<file path="src/verilog/ilc_pkg.sv">
// Constants for the in-band link and low power idle control block.
// Assumes a 16-bit paged management register port on the PHY side.
`default_nettype none
package ilc_pkg;
  // Clock rate in MHz
  localparam int CLK_MHZ = 40;
  // Pages and register numbers
  localparam logic [9:0] PAGE_LINK      = 10'h302;
  localparam logic [9:0] PAGE_IDLE      = 10'h304;
  localparam logic [4:0] ADDR_PWR_MGMT  = 5'h11;
  localparam logic [4:0] ADDR_MSG_CTRL  = 5'h12;
  localparam logic [4:0] ADDR_ACK_TMO   = 5'h14;
  localparam logic [4:0] ADDR_EXIT_TMO  = 5'h15;
  localparam logic [4:0] ADDR_EI_MIN    = 5'h17;
  localparam logic [4:0] ADDR_GPIO_CTRL = 5'h12;
  localparam logic [4:0] ADDR_IDLE_CTRL = 5'h14;
  // Reset values
  localparam logic [15:0] RST_PWR_MGMT  = 16'h0000;
  localparam logic [15:0] RST_MSG_CTRL  = 16'h0507;
  localparam logic [15:0] RST_ACK_TMO   = 16'h5504;
  localparam logic [15:0] RST_EXIT_TMO  = 16'h0514;
  localparam logic [15:0] RST_EI_MIN    = 16'h0010;
  localparam logic [15:0] RST_GPIO_CTRL = 16'h00c9;
  localparam logic [15:0] RST_IDLE_CTRL = 16'h0220;
  // Writable bits
  localparam logic [15:0] WMASK_PWR_MGMT  = 16'h4000;
  localparam logic [15:0] WMASK_IDLE_CTRL = 16'hfff0;
  // Field positions
  localparam int MSG_PERIOD_LSB  = 8;
  localparam int MSG_PAD_DIS_BIT = 7;
  localparam int MSG_RETRY_LSB   = 0;
  localparam int ACK_MDIO_LSB    = 8;
  localparam int ACK_STAT_LSB    = 0;
  localparam int EXIT_LSB        = 6;
  localparam int EI_LSB          = 0;
  localparam int GPIO_AUTO_BIT   = 11;
  localparam int GPIO_ROUTE_BIT  = 10;
  localparam int IDLE_GIG_BIT    = 14;
  localparam int IDLE_FAST_BIT   = 13;
  localparam int IDLE_FORCE_BIT  = 12;
  localparam int IDLE_POST_LSB   = 9;
  localparam int IDLE_PLL_LSB    = 4;
  localparam int PWR_LPS_EN_BIT  = 14;
  // Timing units
  localparam int UNIT_NS         = 80;
  localparam int STATUS_UNIT_US  = 10;
  localparam int POST_UNIT_US    = 8;
  localparam int SMBUS_SCALE     = 1000;
  // Link speed codes
  localparam logic [1:0] SPEED_10   = 2'h0;
  localparam logic [1:0] SPEED_100  = 2'h1;
  localparam logic [1:0] SPEED_1000 = 2'h2;
endpackage
`default_nettype wire

</file>
<file path="src/verilog/ilc_inband_lpi.sv">
// In-band message timing and energy-efficient idle control.
// Assumes synchronous inputs on clk and a one-cycle register port.
`timescale 1ns/1ps
`default_nettype none
module ilc_inband_lpi #(
  parameter int CLK_MHZ = ilc_pkg::CLK_MHZ
) (
  input  wire logic        clk,
  input  wire logic        sys_rst,
  input  wire logic        pwrGoodRst,
  input  wire logic        regWr,
  input  wire logic        regRd,
  input  wire logic [9:0]  regPage,
  input  wire logic [4:0]  regAddr,
  input  wire logic [15:0] regWdata,
  output logic      [15:0] regRdata,
  output logic             regRdValid,
  input  wire logic        smbusMode,
  input  wire logic        linkUp,
  input  wire logic [1:0]  linkSpeed,
  input  wire logic        linkLowPowerState,
  input  wire logic        mdioMsgReq,
  input  wire logic        msgAck,
  output logic             msgSend,
  output logic             msgIsMdio,
  output logic             msgFail,
  output logic             gigMsgInPacketOk,
  input  wire logic        lowPowerExit,
  output logic             txDataHold,
  input  wire logic        elecIdleReq,
  output logic             elecIdle,
  input  wire logic        ctrlTxReq,
  output logic             txRelease,
  output logic             txIdleInd,
  output logic             gpio0Out,
  output logic             pllLockForce,
  output logic      [2:0]  pllLockCode,
  output logic             lpsEnable
);
  localparam int UNIT_CYC = (ilc_pkg::UNIT_NS * CLK_MHZ + 999) / 1000;

  // Rate check at elaboration; the 6-bit tick divider caps the rate
  if (CLK_MHZ < 1 || CLK_MHZ > 64) begin : gBadClk
    $error("CLK_MHZ outside 1..64");
  end

  typedef enum logic [1:0] {
    MSG_IDLE = 2'b01,
    MSG_WAIT = 2'b10
  } ilc_msg_state_t;

  // Paged register decode, shared by writes and reads
  function automatic logic regHit(input logic [9:0] p, input logic [4:0] a);
    regHit = (regPage == p) && (regAddr == a);
  endfunction

  // Timeout scaling for the sideband management mode
  function automatic logic [19:0] scaleTmo(input logic [19:0] v);
    scaleTmo = smbusMode ? 20'(v * 20'(ilc_pkg::SMBUS_SCALE)) : v;
  endfunction

  logic        pgRst;
  logic [15:0] regPwr;
  logic [15:0] regMsg;
  logic [15:0] regAck;
  logic [15:0] regExit;
  logic [15:0] regEi;
  logic [15:0] regGpio;
  logic [15:0] regIdle;
  logic        linkUpD;
  logic        linkRise;
  logic        linkFall;
  logic [5:0]  usDiv;
  logic        usTick;
  logic [19:0] statusCnt;
  logic [19:0] statusPeriod;
  logic        statusPend;
  logic        mdioPend;
  logic        takeMdio;
  logic        takeStatus;
  ilc_msg_state_t msgState;
  logic [6:0]  retryCnt;
  logic [19:0] ackTimer;
  logic [19:0] mdioTmo;
  logic [19:0] statTmo;
  logic [19:0] exitTimer;
  logic [19:0] eiTimer;
  logic [19:0] postTimer;
  logic        postBusy;
  logic        speedOk;

  // System reset covers all but the pin control; power-good reset covers everything
  assign pgRst    = sys_rst || pwrGoodRst;
  assign linkRise = linkUp && !linkUpD;
  assign linkFall = !linkUp && linkUpD;

  // Link edge detect
  always_ff @(posedge clk) begin
    if (pgRst) begin
      linkUpD <= 1'b0;
    end else begin
      linkUpD <= linkUp;
    end
  end

  // Link control registers on the first page
  always_ff @(posedge clk) begin
    if (pgRst) begin
      regMsg  <= ilc_pkg::RST_MSG_CTRL;
      regAck  <= ilc_pkg::RST_ACK_TMO;
      regExit <= ilc_pkg::RST_EXIT_TMO;
      regEi   <= ilc_pkg::RST_EI_MIN;
    end else if (regWr) begin
      if (regHit(ilc_pkg::PAGE_LINK, ilc_pkg::ADDR_MSG_CTRL)) begin
        regMsg <= regWdata;
      end
      if (regHit(ilc_pkg::PAGE_LINK, ilc_pkg::ADDR_ACK_TMO)) begin
        regAck <= regWdata;
      end
      if (regHit(ilc_pkg::PAGE_LINK, ilc_pkg::ADDR_EXIT_TMO)) begin
        regExit <= regWdata;
      end
      if (regHit(ilc_pkg::PAGE_LINK, ilc_pkg::ADDR_EI_MIN)) begin
        regEi <= regWdata;
      end
    end
  end

  // Low-power state enable; mode clear wins over a write
  always_ff @(posedge clk) begin
    if (pgRst) begin
      regPwr <= ilc_pkg::RST_PWR_MGMT;
    end else begin
      if (regWr && regHit(ilc_pkg::PAGE_LINK, ilc_pkg::ADDR_PWR_MGMT)) begin
        regPwr <= regWdata & ilc_pkg::WMASK_PWR_MGMT;
      end
      if (smbusMode) begin
        regPwr[ilc_pkg::PWR_LPS_EN_BIT] <= 1'b0;
      end
    end
  end
  assign lpsEnable = regPwr[ilc_pkg::PWR_LPS_EN_BIT];

  // Pin control kept across ordinary resets
  always_ff @(posedge clk) begin
    if (pwrGoodRst) begin
      regGpio <= ilc_pkg::RST_GPIO_CTRL;
    end else if (regWr && regHit(ilc_pkg::PAGE_IDLE,
                                 ilc_pkg::ADDR_GPIO_CTRL)) begin
      regGpio <= regWdata;
    end
  end

  // Idle control; hardware updates override a same-cycle write
  always_ff @(posedge clk) begin
    if (pgRst) begin
      regIdle <= ilc_pkg::RST_IDLE_CTRL;
    end else begin
      if (regWr && regHit(ilc_pkg::PAGE_IDLE, ilc_pkg::ADDR_IDLE_CTRL)) begin
        regIdle <= regWdata & ilc_pkg::WMASK_IDLE_CTRL;
      end
      if (linkFall) begin
        regIdle[ilc_pkg::IDLE_GIG_BIT]  <= 1'b0;
        regIdle[ilc_pkg::IDLE_FAST_BIT] <= 1'b0;
      end else if (linkRise && regGpio[ilc_pkg::GPIO_AUTO_BIT]) begin
        regIdle[ilc_pkg::IDLE_GIG_BIT]  <= 1'b1;
        regIdle[ilc_pkg::IDLE_FAST_BIT] <= 1'b1;
      end
    end
  end

  // Registered read data; unmapped addresses read zero
  always_ff @(posedge clk) begin
    if (pgRst) begin
      regRdata   <= 16'h0000;
      regRdValid <= 1'b0;
    end else begin
      regRdValid <= regRd;
      if (regRd) begin
        if (regHit(ilc_pkg::PAGE_LINK, ilc_pkg::ADDR_PWR_MGMT)) begin
          regRdata <= regPwr;
        end else if (regHit(ilc_pkg::PAGE_LINK, ilc_pkg::ADDR_MSG_CTRL)) begin
          regRdata <= regMsg;
        end else if (regHit(ilc_pkg::PAGE_LINK, ilc_pkg::ADDR_ACK_TMO)) begin
          regRdata <= regAck;
        end else if (regHit(ilc_pkg::PAGE_LINK, ilc_pkg::ADDR_EXIT_TMO)) begin
          regRdata <= regExit;
        end else if (regHit(ilc_pkg::PAGE_LINK, ilc_pkg::ADDR_EI_MIN)) begin
          regRdata <= regEi;
        end else if (regHit(ilc_pkg::PAGE_IDLE,
                            ilc_pkg::ADDR_GPIO_CTRL)) begin
          regRdata <= regGpio;
        end else if (regHit(ilc_pkg::PAGE_IDLE,
                            ilc_pkg::ADDR_IDLE_CTRL)) begin
          regRdata <= regIdle;
        end else begin
          regRdata <= 16'h0000;
        end
      end
    end
  end

  always_ff @(posedge clk) begin
    if (pgRst) begin
      usDiv  <= 6'h00;
      usTick <= 1'b0;
    end else begin
      usTick <= (usDiv == 6'(CLK_MHZ - 1));
      usDiv  <= (usDiv == 6'(CLK_MHZ - 1)) ? 6'h00 : usDiv + 6'h01;
    end
  end

  assign statusPeriod = scaleTmo(20'(regMsg[ilc_pkg::MSG_PERIOD_LSB +: 6]
                                     * ilc_pkg::STATUS_UNIT_US));
  assign mdioTmo = scaleTmo(20'(regAck[ilc_pkg::ACK_MDIO_LSB +: 8]));
  assign statTmo = scaleTmo(20'(regAck[ilc_pkg::ACK_STAT_LSB +: 6]));

  always_ff @(posedge clk) begin
    if (pgRst) begin
      statusCnt  <= 20'h00000;
      statusPend <= 1'b0;
    end else begin
      if (takeStatus) begin
        statusPend <= 1'b0;
      end
      if (usTick) begin
        if (statusCnt + 20'h00001 >= statusPeriod) begin
          statusCnt  <= 20'h00000;
          statusPend <= 1'b1;  // Set wins over take
        end else begin
          statusCnt <= statusCnt + 20'h00001;
        end
      end
    end
  end

  // Pending management message; a new request wins over the take
  always_ff @(posedge clk) begin
    if (pgRst) begin
      mdioPend <= 1'b0;
    end else if (mdioMsgReq) begin
      mdioPend <= 1'b1;
    end else if (takeMdio) begin
      mdioPend <= 1'b0;
    end
  end

  // Management messages go first; status is repeated anyway
  assign takeMdio   = (msgState == MSG_IDLE) && mdioPend;
  assign takeStatus = (msgState == MSG_IDLE) && !mdioPend && statusPend;

  // Send, acknowledge wait and retry sequencer
  always_ff @(posedge clk) begin
    if (pgRst) begin
      msgState  <= MSG_IDLE;
      msgSend   <= 1'b0;
      msgIsMdio <= 1'b0;
      msgFail   <= 1'b0;
      retryCnt  <= 7'h00;
      ackTimer  <= 20'h00000;
    end else begin
      msgSend <= 1'b0;
      msgFail <= 1'b0;
      unique case (msgState)
        MSG_IDLE: begin
          if (takeMdio || takeStatus) begin
            msgSend   <= 1'b1;
            msgIsMdio <= takeMdio;
            retryCnt  <= 7'h00;
            ackTimer  <= takeMdio ? mdioTmo : statTmo;
            msgState  <= MSG_WAIT;
          end
        end
        MSG_WAIT: begin
          if (msgAck) begin
            msgState <= MSG_IDLE;
          end else if (usTick) begin
            if (ackTimer != 20'h00000) begin
              ackTimer <= ackTimer - 20'h00001;
            end else if (retryCnt < regMsg[ilc_pkg::MSG_RETRY_LSB +: 7]) begin
              msgSend  <= 1'b1;
              retryCnt <= retryCnt + 7'h01;
              ackTimer <= msgIsMdio ? mdioTmo : statTmo;
            end else begin
              msgFail  <= 1'b1;
              msgState <= MSG_IDLE;
            end
          end
        end
      endcase
    end
  end

  assign gigMsgInPacketOk = !(regMsg[ilc_pkg::MSG_PAD_DIS_BIT] &&
                              (linkSpeed == ilc_pkg::SPEED_10 ||
                               linkSpeed == ilc_pkg::SPEED_100));

  always_ff @(posedge clk) begin
    if (pgRst) begin
      txDataHold <= 1'b0;
      exitTimer  <= 20'h00000;
    end else if (lowPowerExit) begin
      txDataHold <= 1'b1;
      exitTimer  <= 20'(scaleTmo(20'(regExit[ilc_pkg::EXIT_LSB +: 6]))
                        * 20'(UNIT_CYC));
    end else if (exitTimer != 20'h00000) begin
      exitTimer <= exitTimer - 20'h00001;
    end else begin
      txDataHold <= 1'b0;
    end
  end

  // Minimum electrical idle; request drop ignored until served
  always_ff @(posedge clk) begin
    if (pgRst) begin
      elecIdle <= 1'b0;
      eiTimer  <= 20'h00000;
    end else if (!elecIdle) begin
      if (elecIdleReq) begin
        elecIdle <= 1'b1;
        eiTimer  <= 20'(scaleTmo(20'(regEi[ilc_pkg::EI_LSB +: 5]))
                        * 20'(UNIT_CYC));
      end
    end else if (eiTimer != 20'h00000) begin
      eiTimer <= eiTimer - 20'h00001;
    end else if (!elecIdleReq) begin
      elecIdle <= 1'b0;
    end
  end

  // Speed enable matching the current link speed
  assign speedOk =
    (regIdle[ilc_pkg::IDLE_GIG_BIT] && linkSpeed == ilc_pkg::SPEED_1000) ||
    (regIdle[ilc_pkg::IDLE_FAST_BIT] && linkSpeed == ilc_pkg::SPEED_100);

  // Forced entry or enabled low-power state
  assign txIdleInd = regIdle[ilc_pkg::IDLE_FORCE_BIT] ||
                     (linkLowPowerState && speedOk);
  assign gpio0Out = regGpio[ilc_pkg::GPIO_ROUTE_BIT] && txIdleInd;

  assign pllLockForce = regIdle[ilc_pkg::IDLE_GIG_BIT] ||
                        regIdle[ilc_pkg::IDLE_FAST_BIT];
  assign pllLockCode  = regIdle[ilc_pkg::IDLE_PLL_LSB +: 3];

  // Post-idle delay; outside idle traffic is released at once
  always_ff @(posedge clk) begin
    if (pgRst) begin
      postBusy  <= 1'b0;
      postTimer <= 20'h00000;
      txRelease <= 1'b0;
    end else begin
      txRelease <= 1'b0;
      if (!postBusy && ctrlTxReq) begin
        if (txIdleInd) begin
          postBusy  <= 1'b1;
          postTimer <= 20'((regIdle[ilc_pkg::IDLE_POST_LSB +: 3] + 4'h1)
                           * ilc_pkg::POST_UNIT_US);
        end else begin
          txRelease <= 1'b1;
        end
      end else if (postBusy && usTick) begin
        if (postTimer > 20'h00001) begin
          postTimer <= postTimer - 20'h00001;
        end else begin
          postBusy  <= 1'b0;
          txRelease <= 1'b1;
        end
      end
    end
  end

endmodule // ilc_inband_lpi
`default_nettype wire

</file>
<file path="config.mk">
export PLATFORM = sky130hd
export DESIGN_NAME = ilc_inband_lpi
export DESIGN_NICKNAME = d
export VERILOG_FILES = /design/src/verilog/ilc_pkg.sv /design/src/verilog/ilc_inband_lpi.sv
export SDC_FILE = /design/constraint.sdc
export NUM_CORES = 1
export LEC_CHECK = 0
export BUFFER_PORTS_ARGS = -buffer_cell sky130_fd_sc_hd__buf_2
export CAP_MARGIN = 20
export CORE_UTILIZATION = 30
export DETAILED_ROUTE_END_ITERATION = 12
export PLACE_DENSITY_LB_ADDON = 0.1
export RECOVER_POWER = 50
export SLEW_MARGIN = 20
export SYNTH_ARGS = -nofsm -noshare
export SYNTH_HDL_FRONTEND = slang
export SYNTH_SLANG_ARGS = --single-unit
export TNS_END_PERCENT = 5
</file>
<file path="constraint.sdc">
create_clock -name clk -period 15.7 [get_ports clk]
set_input_delay 1.57 -clock clk [delete_from_list [all_inputs] [get_ports clk]]
set_output_delay 1.57 -clock clk [all_outputs]
set_load 0.02 [all_outputs]
</file>
==> results.toml <==
[grt]
grt_max_degree = 69
grt_usage = 0.182
grt_pass1_vias = 14985
grt_pass1_wl_mm = 85.6
antenna_found_initial = 3
overflow = 0

[timing]
tns_ps = 0
finalSetupViolations = 0
maxSlewHeadroom = -1.39
hold_viol_final = 0
slew_violations = 160
max_freq_mhz = 127
setup_slack_ps = 7810
rsz0062_at_grt = "no"
timing.final.crit_share = 0.503
tightest_slew_ps = 3580
period_minus_slack_ps = 7890
finClkSkew_ps = 24.1

[critical_path]
crit_family = "buffers and inverters"
path_cells = "clkbuf_1 > or2_0 > clkbuf_1 > nor2_1"
required_ps = 15890
path_class = "input port to flop"
timing.rr.end = "statusCnt[12]"
end_kind = "flop"
crit_top_cell = "clkbuf_1"
crit_arrival_ps = 8090
worstPathMaxFanout = 68
cp.buffers_inverters = 2
critPathSlowestCell = "or2_0"
critPathLaunch = "pwrGoodRst"
cp_slowest_stage_delay_ps = 2650
r2r_setup_slack_ps = 8100
cp-start-kind = "input port"
reg2reg_from = "regMsg[10]"
reg2reg_depth = 27

[pwr]
vdd_ir_drop_max_uv = 59.2
netSwitchingPower_w = 0.000433
p_sw_frac = 0.278
p_total_w = 0.00156
power_frac_seq = 0.397
power_density_nw_per_um2 = 78.5
p_comb_frac = 0.117
clkPwrFrac = 0.487
internal-power_w = 0.00112
leakage_nw = 8.52

[final_layout]
multi_input_area_sq_um = 11900
fin_nets = 2472
synthToLayoutAreaGrowth_pct = 12.8
antenna_cells = 0
drive_gt1_frac = 0.0672
seqCellArea_sq_um = 4720
nFillCells = 6089
final_util = 0.343
layout.cells.non_filler = 2951

[yosys]
async_flop_share = 0
synth_area_sq_um = 17600
syn-num-nets = 2423
synth_edf_count = 0
yosysUniqueCellTypes = 75
yosysSeqAreaShare = 0.269
yosysWarnings = 0
syn_avg_cell_area_sq_um = 8.31
syn-instance-count = 2115
ys_ff_latch = 236
ys.flop_type = "dfxtp_1"

[min_path]
min_path_type = "flop to flop"
hp-start = "usDiv[0]"
min_to = "usDiv[0]"
worstHoldPathCells = 1

[clocking]
cts_hold_buf = 0
insertion_delay_ps = 550
cts_root_buf = "clkbuf_16"
clk_path_buf_depth = 3
clock-sinks = 236
post_cts_resized = 0
post_cts_buffers = 0
cts_buffers = 34
cts_tree = "yes"
htree_levels = 2
clkTransAtPathRegs_ps = 60

[detailed_routing]
first_pass_iters = 5
wl_mm = 54.2
vias = 15098
via_per_inst = 5.12
ant_nets = 0
drt_iter0_drc = 778
wl_per_cell_um = 18.4
drc = 0

[floorplan]
dieArea_sq_um = 59600
coreArea_sq_um = 57800
die_h_um = 244
initial_core_util = 0.304
die_w_um = 244
num_rows = 88
top_level_ports = 77

[placed_design]
place_inst = 2892
dpl.hpwl_mm = 39.9
port_buffers = 76
place_ws_ps = 8060
place.gp.congestion = 0.850

[status]
violations = "capacitance limit, slew limit"
status = "complete, but fails checks"

[job]
cap_violations = 3
[cell usage after synthesis, types with 23 or more instances]
cell type  number  share of area
dfxtp_1       236           0.27
nand2_1       231          0.049
nor2_1        189          0.040
ha_1          185           0.13
inv_1         167          0.036
a21oi_1       156          0.044
o21ai_0        85          0.024
fa_1           77          0.088
clkbuf_1       72          0.015
xor2_1         72          0.036
xnor2_1        70          0.035
nand3_1        69          0.020
nor3_1         50          0.014
mux2i_1        47          0.027
a22oi_1        45          0.019
nor4_1         26         0.0093
a21o_1         24          0.010
nand4_1        23         0.0082
[stage by stage]
stage | hold WS, ps | area (sq um)
3_3_place_gp | 432 | 18800
2_1_floorplan | 412 | 17600
3_5_place_dp | 431 | 18800
5_1_grt | 454 | 19800
4_1_cts | 445 | 19900
6_report | 444 | 19800
[cell type report]
class,instances,share of cell area
multi-input combinational,1625,0.601
inverter,168,0.0318
clock buffer,46,0.0473
timing repair buffer,99,0.0261
tap,765,0.0483
clock inverter,12,0.00726
sequential,236,0.238
[logic make-up (layout without fill, tap and decap cells)]
group	Yosys count	after routing	share of synthesized area
AO/OA/AOI/OAI	465	465	0.168
XOR/XNOR	142	142	0.0708
adder cells (fa/ha/maj)	262	262	0.219
buffers and inverters	254	325	0.0557
flip-flops	236	236	0.269
multiplexers	52	52	0.0300
AND/OR/NAND/NOR	704	704	0.187
[layer usage]
layer | wire length (um) | vias to the layer above | global-route usage
met2 | 24600 | 271 | 0.296
met4 | 1130 | 2 | 0.0482
met3 | 2400 | 75 | 0.0302
met5 | 10 | - | 0
met1 | 26100 | 7270 | 0.247
li1 | - | 7480 | -
[worst max-delay path by stage]
stage / to / slack, ps / cells past startpoint
after global placement: statusCnt[10] / 8280 / 27
final: usTick / 7810 / 4
after CTS: statusCnt[2] / 8020 / 27
after global routing: usTick / 7210 / 4
after detailed placement: statusCnt[17] / 8060 / 27
after floorplan: statusCnt[10] / 8980 / 28
[worst reg2reg max path: stages (launching register included)]
cell and delay [ps]:
dfxtp_1 450, ha_1 280, ha_1 340, a31oi_1 220, nor2b_1 70, nor2_1 220
nor2b_1 90, o21ai_0 610, inv_1 220, ha_1 400, fa_1 580, fa_1 430
ha_1 310, ha_1 360, and3_1 170, a21oi_1 40, o21ai_0 100, o21ai_0 120
a21oi_1 180, mux2_2 360, ha_1 300, nand4_1 130, nor4_1 340, o21ai_0 140
o22ai_1 170, o21ai_0 140, nand2_1 560, nor2_1 120
[power groups by stage]
stage          clock [W]  sequential (W)  combinational (W)
6_report        0.000757        0.000618           0.000181
5_1_grt         0.000804        0.000619           0.000201
4_1_cts         0.000782        0.000618           0.000181
3_5_place_dp           0        0.000631           0.000180
3_3_place_gp           0        0.000631           0.000180
2_1_floorplan          0        0.000629           0.000129
[sequential cells by signal, summed over array words and instances (netlist names), 6 cells and up]
| register | flops |
|---|---|
| eiTimer | 20 |
| postTimer | 20 |
| regGpio | 16 |
| usDiv | 6 |
| ackTimer | 20 |
| regIdle | 12 |
| regEi | 16 |
| regRdata | 16 |
| retryCnt | 7 |
| regExit | 16 |
| statusCnt | 20 |
| regAck | 16 |
| exitTimer | 20 |
| regMsg | 16 |
[cells in the final DEF (no fill, tap or decap), drive strengths merged, types with 11 or more instances in the layout]
cell type	count
a21oi	156
fa	77
nor2	189
and3	14
xor2	72
clkbuf	77
a22oi	45
and2	12
nand2b	19
nor3	50
nand3b	11
dfxtp	236
a31oi	21
o21a	11
xnor2	70
nor4	27
a22o	18
a211oi	17
ha	185
nand2	231
a21o	24
or3	14
o22ai	14
nand4	23
o21ai	87
nor2b	14
buf	68
mux2i	47
inv	168
o31ai	11
nand3	71
No activity file was read; power rests on OpenSTA's default activity.
